`src/hw/bsid_pkg.sv`:
```
// Constants, types and carriers for the boundary-scan instruction decode block.
// Assumes a single system clock that oversamples the test-port pins.
package bsid_pkg;

    // Instruction register geometry and codes.
    localparam int IR_W = 4;
    localparam logic [3:0] IR_EXTEST = 4'h0;
    localparam logic [3:0] IR_SAMPLE = 4'h1;
    localparam logic [3:0] IR_IDCODE = 4'h2;
    localparam logic [3:0] IR_HIGHZ = 4'h4;
    localparam logic [3:0] IR_BYPASS = 4'hf;
    // Fixed pattern loaded in Capture-IR; the two low bits must read 01.
    localparam logic [3:0] IR_CAPTURE_VAL = 4'h1;
    // Current instruction after any test-logic reset.
    localparam logic [3:0] IR_RESET_VAL = IR_IDCODE;

    // Identification register layout.
    localparam int ID_W = 32;
    localparam int ID_VER_LSB = 28;
    localparam int ID_PART_LSB = 12;
    localparam int ID_MFR_LSB = 1;
    localparam logic ID_MARKER = 1'b1;

    // Bypass stage capture value.
    localparam logic BYPASS_CAPTURE_VAL = 1'b0;

    // Depth of the pin synchroniser.
    localparam int SYNC_STAGES = 3;

    // Test-port controller states.
    typedef enum logic [3:0] {
        TAP_RESET = 4'b0000,
        TAP_IDLE = 4'b0001,
        TAP_SEL_DR = 4'b0010,
        TAP_CAP_DR = 4'b0011,
        TAP_SHIFT_DR = 4'b0100,
        TAP_EXIT1_DR = 4'b0101,
        TAP_PAUSE_DR = 4'b0110,
        TAP_EXIT2_DR = 4'b0111,
        TAP_UPD_DR = 4'b1000,
        TAP_SEL_IR = 4'b1001,
        TAP_CAP_IR = 4'b1010,
        TAP_SHIFT_IR = 4'b1011,
        TAP_EXIT1_IR = 4'b1100,
        TAP_PAUSE_IR = 4'b1101,
        TAP_EXIT2_IR = 4'b1110,
        TAP_UPD_IR = 4'b1111
    } bsid_tap_e;

    // Serial path selected between data in and data out.
    typedef enum logic [1:0] {
        PATH_BSR = 2'b00,
        PATH_ID = 2'b01,
        PATH_BYP = 2'b10
    } bsid_path_e;

    // Test-port pins as they arrive from outside the clock domain.
    typedef struct packed {
        logic trst_n;
        logic tms;
        logic tdi;
        logic tck;
    } bsid_pins_s;

    localparam bsid_pins_s PINS_RST = '{trst_n: 1'b1, tms: 1'b1, tdi: 1'b0, tck: 1'b0};

    // Serial output of the port.
    typedef struct packed {
        logic tdo;
        logic tdo_oe;
    } bsid_sout_s;

endpackage

```
`src/hw/bsid_top.sv`:
```
// Boundary-scan test port: controller, instruction decode, data registers
// and the pin muxing that the instructions steer.
// Assumes the tester drives the test clock far slower than clock_in and that
// the core hands its pin values and enables in on the same clock.
//
// Overview of operation
// - EXTEST puts boundary register on serial path.
// - EXTEST drives loaded outputs, captures input pins.
// - IDCODE keeps functional mode, selects identification register.
// - Identification register is 32 bits, captured, shifted.
// - Identification reads never disturb functional operation.
// - After any reset, identification register selected.
// - SAMPLE/PRELOAD stays functional, samples pins, boundary path.
// - HIGH-IMPEDANCE disables every output pin.
// - HIGH-IMPEDANCE shifts through bypass, outputs stay disabled.
// - BYPASS stays functional through one-bit bypass stage.
// - Four-bit instruction codes 00,01,02,04,0F decoded.
// - Bypass stage loads zero in Capture-DR.
// - Identification fields: version, part, maker, one.
// - Controller resets by five TMS-high clocks or reset pin.
`timescale 1ns/1ps

module bsid_top
    import bsid_pkg::*;
#(
    parameter int NUM_IN = 8,
    parameter int NUM_OUT = 8,
    parameter logic [3:0] ID_VERSION = 4'h0,
    // Arbitrary value, not a real part number.
    parameter logic [15:0] ID_PART = 16'h0abc,
    // Arbitrary value, not a real maker code.
    parameter logic [10:0] ID_MFR = 11'h055
) (
    input wire logic clock_in,
    input wire logic srst_in,
    input wire bsid_pins_s pins_in,
    output bsid_sout_s sout_out,
    input wire logic [NUM_OUT-1:0] core_out_in,
    input wire logic [NUM_OUT-1:0] core_oe_in,
    output logic [NUM_OUT-1:0] pin_out,
    output logic [NUM_OUT-1:0] pin_oe_out,
    input wire logic [NUM_IN-1:0] pin_in,
    output logic [NUM_IN-1:0] core_in_out,
    output logic [IR_W-1:0] ir_out
);

    // Boundary chain: input cells low, then one enable cell, outputs high.
    localparam int BSR_LEN = NUM_IN + 1 + NUM_OUT;
    localparam int OE_CELL = NUM_IN;

    generate
        if (NUM_IN < 1 || NUM_OUT < 1) begin : g_bad_size
            $error("bsid_top needs at least one input and one output cell.");
        end
    endgenerate

    // Pin synchroniser; the filtered level moves only when stages two and three agree.
    bsid_pins_s sync1_q, sync2_q, sync3_q, filt_q, filt_d;
    logic tck_prev_q;
    logic tck_rise, tck_fall;

    always_ff @(posedge clock_in) begin
        if (srst_in) begin
            sync1_q <= PINS_RST;
            sync2_q <= PINS_RST;
            sync3_q <= PINS_RST;
        end else begin
            sync1_q <= pins_in;
            sync2_q <= sync1_q;
            sync3_q <= sync2_q;
        end
    end

    // Agreement filter: a bit changes only when both late stages hold the new level.
    always_comb begin
        filt_d = (sync2_q & sync3_q) | (filt_q & (sync2_q | sync3_q));
    end

    always_ff @(posedge clock_in) begin
        if (srst_in) begin
            filt_q <= PINS_RST;
            tck_prev_q <= 1'b0;
        end else begin
            filt_q <= filt_d;
            tck_prev_q <= filt_q.tck;
        end
    end

    // TMS and TDI pass the same filter as TCK, so they stay aligned to its edges.
    assign tck_rise = filt_q.tck & ~tck_prev_q;
    assign tck_fall = ~filt_q.tck & tck_prev_q;

    // Controller state, stepped on each filtered rising test-clock edge.
    bsid_tap_e tap_q, tap_d;

    always_comb begin
        case (tap_q)
            TAP_RESET: tap_d = filt_q.tms ? TAP_RESET : TAP_IDLE;
            TAP_IDLE: tap_d = filt_q.tms ? TAP_SEL_DR : TAP_IDLE;
            TAP_SEL_DR: tap_d = filt_q.tms ? TAP_SEL_IR : TAP_CAP_DR;
            TAP_CAP_DR: tap_d = filt_q.tms ? TAP_EXIT1_DR : TAP_SHIFT_DR;
            TAP_SHIFT_DR: tap_d = filt_q.tms ? TAP_EXIT1_DR : TAP_SHIFT_DR;
            TAP_EXIT1_DR: tap_d = filt_q.tms ? TAP_UPD_DR : TAP_PAUSE_DR;
            TAP_PAUSE_DR: tap_d = filt_q.tms ? TAP_EXIT2_DR : TAP_PAUSE_DR;
            TAP_EXIT2_DR: tap_d = filt_q.tms ? TAP_UPD_DR : TAP_SHIFT_DR;
            TAP_UPD_DR: tap_d = filt_q.tms ? TAP_SEL_DR : TAP_IDLE;
            TAP_SEL_IR: tap_d = filt_q.tms ? TAP_RESET : TAP_CAP_IR;
            TAP_CAP_IR: tap_d = filt_q.tms ? TAP_EXIT1_IR : TAP_SHIFT_IR;
            TAP_SHIFT_IR: tap_d = filt_q.tms ? TAP_EXIT1_IR : TAP_SHIFT_IR;
            TAP_EXIT1_IR: tap_d = filt_q.tms ? TAP_UPD_IR : TAP_PAUSE_IR;
            TAP_PAUSE_IR: tap_d = filt_q.tms ? TAP_EXIT2_IR : TAP_PAUSE_IR;
            TAP_EXIT2_IR: tap_d = filt_q.tms ? TAP_UPD_IR : TAP_SHIFT_IR;
            TAP_UPD_IR: tap_d = filt_q.tms ? TAP_SEL_DR : TAP_IDLE;
            default: tap_d = TAP_RESET;
        endcase
    end

    // reset pin or TMS walk
    // The state walk guarantees five TMS-high edges land in reset from anywhere.
    always_ff @(posedge clock_in) begin
        if (srst_in) begin
            tap_q <= TAP_RESET;
        end else if (!filt_q.trst_n) begin
            tap_q <= TAP_RESET;
        end else if (tck_rise) begin
            tap_q <= tap_d;
        end
    end

    // Instruction shift stage and the current (latched) instruction.
    logic [IR_W-1:0] ir_sh_q;
    logic [IR_W-1:0] ir_q;

    // Capture loads the fixed pattern; shifting enters TDI at the top.
    always_ff @(posedge clock_in) begin
        if (srst_in) begin
            ir_sh_q <= IR_CAPTURE_VAL;
        end else if (tck_rise && tap_q == TAP_CAP_IR) begin
            ir_sh_q <= IR_CAPTURE_VAL;
        end else if (tck_rise && tap_q == TAP_SHIFT_IR) begin
            ir_sh_q <= {filt_q.tdi, ir_sh_q[IR_W-1:1]};
        end
    end

    // latch only at Update-IR
    // Shifting never touches ir_q, so the old instruction rules until the falling edge in Update-IR.
    always_ff @(posedge clock_in) begin
        if (srst_in || !filt_q.trst_n) begin
            ir_q <= IR_RESET_VAL;
        end else if (tap_q == TAP_RESET) begin
            ir_q <= IR_RESET_VAL;
        end else if (tck_fall && tap_q == TAP_UPD_IR) begin
            ir_q <= ir_sh_q;
        end
    end

    // Decode of the current instruction into path and pin mode.
    bsid_path_e path;
    logic mode_extest;
    logic mode_highz;

    always_comb begin
        mode_extest = 1'b0;
        mode_highz = 1'b0;
        case (ir_q)
            IR_EXTEST: begin
                path = PATH_BSR;
                mode_extest = 1'b1;
            end
            IR_SAMPLE: path = PATH_BSR;
            IR_IDCODE: path = PATH_ID;
            IR_HIGHZ: begin
                path = PATH_BYP;
                mode_highz = 1'b1;
            end
            IR_BYPASS: path = PATH_BYP;
            default: path = PATH_BYP;
        endcase
    end

    // Data registers: bypass stage, identification and boundary chain.
    logic byp_q;
    logic [ID_W-1:0] id_q;
    logic [BSR_LEN-1:0] bsr_q;
    logic [BSR_LEN-1:0] bsr_upd_q;
    logic [ID_W-1:0] id_value;
    logic [BSR_LEN-1:0] bsr_capture;

    always_comb begin
        id_value = '0;
        id_value[ID_W-1:ID_VER_LSB] = ID_VERSION;
        id_value[ID_VER_LSB-1:ID_PART_LSB] = ID_PART;
        id_value[ID_PART_LSB-1:ID_MFR_LSB] = ID_MFR;
        id_value[0] = ID_MARKER;
    end

    // capture pins and core values
    // Outputs capture what the core presents, inputs what the pins carry.
    assign bsr_capture = {core_out_in, (|core_oe_in), pin_in};

    always_ff @(posedge clock_in) begin
        if (srst_in) begin
            byp_q <= BYPASS_CAPTURE_VAL;
        end else if (tck_rise && path == PATH_BYP) begin
            if (tap_q == TAP_CAP_DR) begin
                byp_q <= BYPASS_CAPTURE_VAL;
            end else if (tap_q == TAP_SHIFT_DR) begin
                byp_q <= filt_q.tdi;
            end
        end
    end

    always_ff @(posedge clock_in) begin
        if (srst_in) begin
            id_q <= '0;
        end else if (tck_rise && path == PATH_ID) begin
            if (tap_q == TAP_CAP_DR) begin
                id_q <= id_value;
            end else if (tap_q == TAP_SHIFT_DR) begin
                id_q <= {filt_q.tdi, id_q[ID_W-1:1]};
            end
        end
    end

    // preload via boundary chain
    // The update latch keeps SAMPLE/PRELOAD contents, so EXTEST starts from them.
    always_ff @(posedge clock_in) begin
        if (srst_in) begin
            bsr_q <= '0;
        end else if (tck_rise && path == PATH_BSR) begin
            if (tap_q == TAP_CAP_DR) begin
                bsr_q <= bsr_capture;
            end else if (tap_q == TAP_SHIFT_DR) begin
                bsr_q <= {filt_q.tdi, bsr_q[BSR_LEN-1:1]};
            end
        end
    end

    // Update latch of the boundary chain, loaded on the falling edge in Update-DR.
    always_ff @(posedge clock_in) begin
        if (srst_in || !filt_q.trst_n) begin
            bsr_upd_q <= '0;
        end else if (tck_fall && tap_q == TAP_UPD_DR && path == PATH_BSR) begin
            bsr_upd_q <= bsr_q;
        end
    end

    // Serial output: changes on the falling test-clock edge, enabled only while shifting.
    logic tdo_d;
    logic shifting;

    always_comb begin
        case (path)
            PATH_BSR: tdo_d = bsr_q[0];
            PATH_ID: tdo_d = id_q[0];
            PATH_BYP: tdo_d = byp_q;
            default: tdo_d = byp_q;
        endcase
        if (tap_q == TAP_SHIFT_IR) begin
            tdo_d = ir_sh_q[0];
        end
    end

    assign shifting = (tap_q == TAP_SHIFT_IR) || (tap_q == TAP_SHIFT_DR);

    always_ff @(posedge clock_in) begin
        if (srst_in || !filt_q.trst_n) begin
            sout_out <= '0;
        end else if (tck_fall) begin
            sout_out.tdo <= shifting ? tdo_d : 1'b0;
            sout_out.tdo_oe <= shifting;
        end
    end

    // Pin drive. Outputs are registered so that they are glitch-free off the decode.
    logic [NUM_OUT-1:0] pin_d;
    logic [NUM_OUT-1:0] pin_oe_d;

    genvar gi;
    generate
        for (gi = 0; gi < NUM_OUT; gi++) begin : g_out
            always_comb begin
                if (mode_highz) begin
                    pin_d[gi] = 1'b0;
                    pin_oe_d[gi] = 1'b0;
                end else if (mode_extest) begin
                    pin_d[gi] = bsr_upd_q[NUM_IN+1+gi];
                    pin_oe_d[gi] = bsr_upd_q[OE_CELL];
                end else begin
                    pin_d[gi] = core_out_in[gi];
                    pin_oe_d[gi] = core_oe_in[gi];
                end
            end
        end
    endgenerate

    always_ff @(posedge clock_in) begin
        if (srst_in) begin
            pin_out <= '0;
            pin_oe_out <= '0;
        end else begin
            pin_out <= pin_d;
            pin_oe_out <= pin_oe_d;
        end
    end

    // Core inputs follow the pins; during EXTEST the core sees the tester's
    // stimulus, a limitation accepted to keep the input path free of muxes.
    always_ff @(posedge clock_in) begin
        if (srst_in) begin
            core_in_out <= '0;
            ir_out <= IR_RESET_VAL;
        end else begin
            core_in_out <= pin_in;
            ir_out <= ir_q;
        end
    end

endmodule // bsid_top

```
`config.mk`:
```
export PLATFORM = sky130hd
export DESIGN_NAME = bsid_top
export DESIGN_NICKNAME = d
export VERILOG_FILES = /design/src/hw/bsid_pkg.sv /design/src/hw/bsid_top.sv
export SDC_FILE = /design/constraint.sdc
export NUM_CORES = 1
export LEC_CHECK = 0
export BUFFER_PORTS_ARGS = -buffer_cell sky130_fd_sc_hd__buf_2
export CAP_MARGIN = 20
export CORE_ASPECT_RATIO = 1.1
export CORE_MARGIN = 2
export CORE_UTILIZATION = 56
export CTS_BUF_LIST = sky130_fd_sc_hd__clkbuf_8
export DETAILED_ROUTE_END_ITERATION = 12
export MAX_ROUTING_LAYER = met4
export PLACE_DENSITY = 0.9
export SYNTH_ARGS = -nofsm -noshare
export SYNTH_HDL_FRONTEND = slang
export SYNTH_SLANG_ARGS = --single-unit
```
`constraint.sdc`:
```
create_clock -name clock_in -period 2.1 [get_ports clock_in]
set_input_delay 0.105 -clock clock_in [delete_from_list [all_inputs] [get_ports clock_in]]
set_output_delay 0.105 -clock clock_in [all_outputs]
set_load 0.01 [all_outputs]
```
==> key figures <==
Floorplan
  – Die width: 90.94 microns
  – Die Y: between 90 and 100 microns
  – CORE AREA: between 7000 and 8000 sq um
  – Starting Density: between 50 and 60%
  – # rows: 34
  – Die ar.: 9060 sq um
  – Boundary pin count: 60

Setup path
  – Reg2reg setup slack: between 0.2 and 0.25 ns
  – Worst-path fanout max: 32
  – Worst path required time: between 2 and 2.5 ns
  – Critical Path End Type: flip-flop
  – CP Launch Point: ir_q[2]
  – RR Startpoint: ir_q[2]
  – Setup crit start kind: flip-flop
  – Critical path endpoint: id_q[16]
  – R2R Path End: id_q[16]
  – Critical path class: flip-flop to flip-flop
  – Critical Path AT: 2.20 ns
  – Worst reg2reg path depth: 5

Status
  – Status: completed

Power and ir drop
  – Peak VDD IR: approximately 0.76 mV
  – Pwr dens: between 700 and 800 nW/um^2
  – Leakage power: 2.131 nW
  – Power, Total: 4.453 mW

Drt
  – Final routed DRC violation total: 0
  – TritonRoute pass-1 iters: 6
  – 1st-iter DRT viols: 326
  – Post-route ant nets: 0
  – Vias: 4060
  – Total Wirelength: 11280 microns
  – Drt wl/cell: roughly 16 microns
  – Vias per cell: roughly 5.7

Clock tree
  – Htree depth: 4
  – Clk sinks: between 100 and 150
  – Post-CTS setup buffers: 0
  – Clock slew at reported path FFs: 0.07 ns
  – Num CTS Buffers: 17
  – CTS tree: done
  – Clk Latency, worst-skew pair: around 0.44 ns
  – Root buffer cell: clkbuf_8
  – Max clock buf depth: 2

Logic synthesis
  – Ys flop type: dfxtp_1
  – Ys Warns: 0
  – Synth top area share: approximately half
  – Most frequent cell after synthesis: dfxtp_1
  – Post-Syn Area per Cell: ~9 sq um
  – Syn nets: ~540
  – Register area share after synthesis: around half
  – Async SR Flop Fraction: 0%
  – Area leader, netlist: dfxtp_1
  – Flops & latches, synth: 118
  – Synth area leaders: dfxtp_1 51%, mux2i_1 6.9%, a21oi_1 5.3%, nand2_1 4.4%, nor2_1 4.1%
  – Post-Synthesis Cells: 507
  – Unique masters post-synth: 54
  – Most common library cells after synthesis: 118 x dfxtp_1, 54 x nand2_1, 51 x nor2_1
  – Cell Area, Synth: ~4700 sq um
  – Post-synth EDFFs: 0

Cells and area
  – Layout Cells excl Fill: ~700
  – Number of inserted diodes: 0
  – Final core occ: a little under three quarters
  – Share of cells above drive strength 1: between 20% and 30%
  – P&R area growth vs syn: 22.33%
  – Final Net Count: a little over 600
  – Fin area: 5695 sq um

Timing
  – Final setup viols: 0
  – Final TNS setup: 0 ns
  – Final hold vios: 0
  – Max-slew violation count: 0
  – Final Cycle Share: roughly 90%
  – RSZ-0062 raised after global routing: false
  – Hold WS: slightly below 0.09 ns
  – Crit path time final: around 1.9 ns
  – Fmax: between 500 and 600 MHz
  – Clock skew: ~0.021 ns
  – Slew Limit Headroom: roughly 56%
  – Worst-Margin Slew: between 0.6 and 0.7 ns
  – Final WS setup: about 0.2 ns

Placed design
  – Dpl ws: about 0.18 ns
  – I/O Buffers: 59
  – Placer Congestion: ~0.8
  – DP HPWL: ~6400 microns
  – Placed Cells: roughly 650
  – Dpl cell area: roughly 5000 sq um

Flow run
  – Max cap viols: 0

Global route
  – Overflow left after global routing: 0
  – First-pass GRT wire length: ~18000 microns
  – Number of global-route vias before repair: 3932
  – Initial antenna violation count: 0
  – Tot GR Track Use: 26.20%
  – Largest net degree at the start of global routing: 44

Worst hold path
  – Worst hold path class: input pin to flip-flop
  – Hold Path Origin: srst_in
[layout make-up]
cell class,count,area (sq um)
Multi-Input combinational cell,345,2088
Fill cell,547,2302
Clock buffer,19,261.5
Sequential cell,118,2362
Timing Repair Buffer,100,710.7
Inverter,4,15.01
Clock inverter,13,122.6
Tap cell,108,135.1
[report_power, final]
part           switching (mW)  internal (mW)  total (mW)
clock                   0.969           1.01        1.98
combinational           0.101         0.0934       0.195
sequential             0.0111           2.27        2.28
[state kept, by name, indices dropped and copies added, names as in the netlist, 8 cells and up]
register     flops
bsr_q           17
bsr_upd_q        9
core_in_out      8
id_q            32
pin_oe_out       8
pin_out          8
[worst max-delay path: stages (launching register included)]
cell and delay [ns]:
dfxtp_1 0.40, nor4b_1 0.57, o211ai_1 0.16, buf_4 0.27
nor3_1 0.28, nor3_1 0.08
[per-layer routing]
metal	GRT usage, %	routed length (microns)	vias up
met3	6.667	690	66
met4	17.60	587	0
li1	-	-	1912
met5	-	0	-
met1	27.58	4314	1888
met2	43.48	5689	194
[layout by cell type (no fill, tap or decap), types with 4 or more instances in the layout]
master and instances:
clkbuf_8 19, buf_2 59, nand2_1 54, nor3_1 27, nand3_1 22, dfxtp_1 118, nand2b_1 8, a211oi_1 5
inv_1 4, buf_4 10, a211oi_2 13, dlygate4sd3_1 28, o21ai_0 8, nor2_1 51, or2_2 8, clkinvlp_4 4
nor2b_1 24, a21oi_1 49, mux2i_1 32
[what timing repair did]
action,CTS,global route
resized for setup,0,1
endpoints found under the hold margin,28,0
endpoints found under the setup margin,0,3
hold buffers,28,0
[kinds of logic (layout without fill, tap and decap cells)]
family | after synthesis | after routing | share of synthesized area (%)
buf+inv | 44 | 136 | 4.810
xor+xnor | 1 | 1 | 0.1882
simple gates | 214 | 214 | 22.68
compound gates | 98 | 98 | 14.70
flops | 118 | 118 | 50.74
mux | 32 | 32 | 6.880
[how the worst min path moves through the flow]
stage / end / slack [ns] / cells past startpoint
2_1_floorplan: sync1_q[2] / 0.21 / 1
3_3_place_gp: sync1_q[3] / 0.29 / 2
3_5_place_dp: sync1_q[2] / 0.29 / 2
4_1_cts: ir_sh_q[2] / 0.08 / 3
5_1_grt: ir_sh_q[2] / 0.11 / 3
6_report: ir_sh_q[3] / 0.09 / 3
Note: power is estimated with default switching activity, not from simulation.
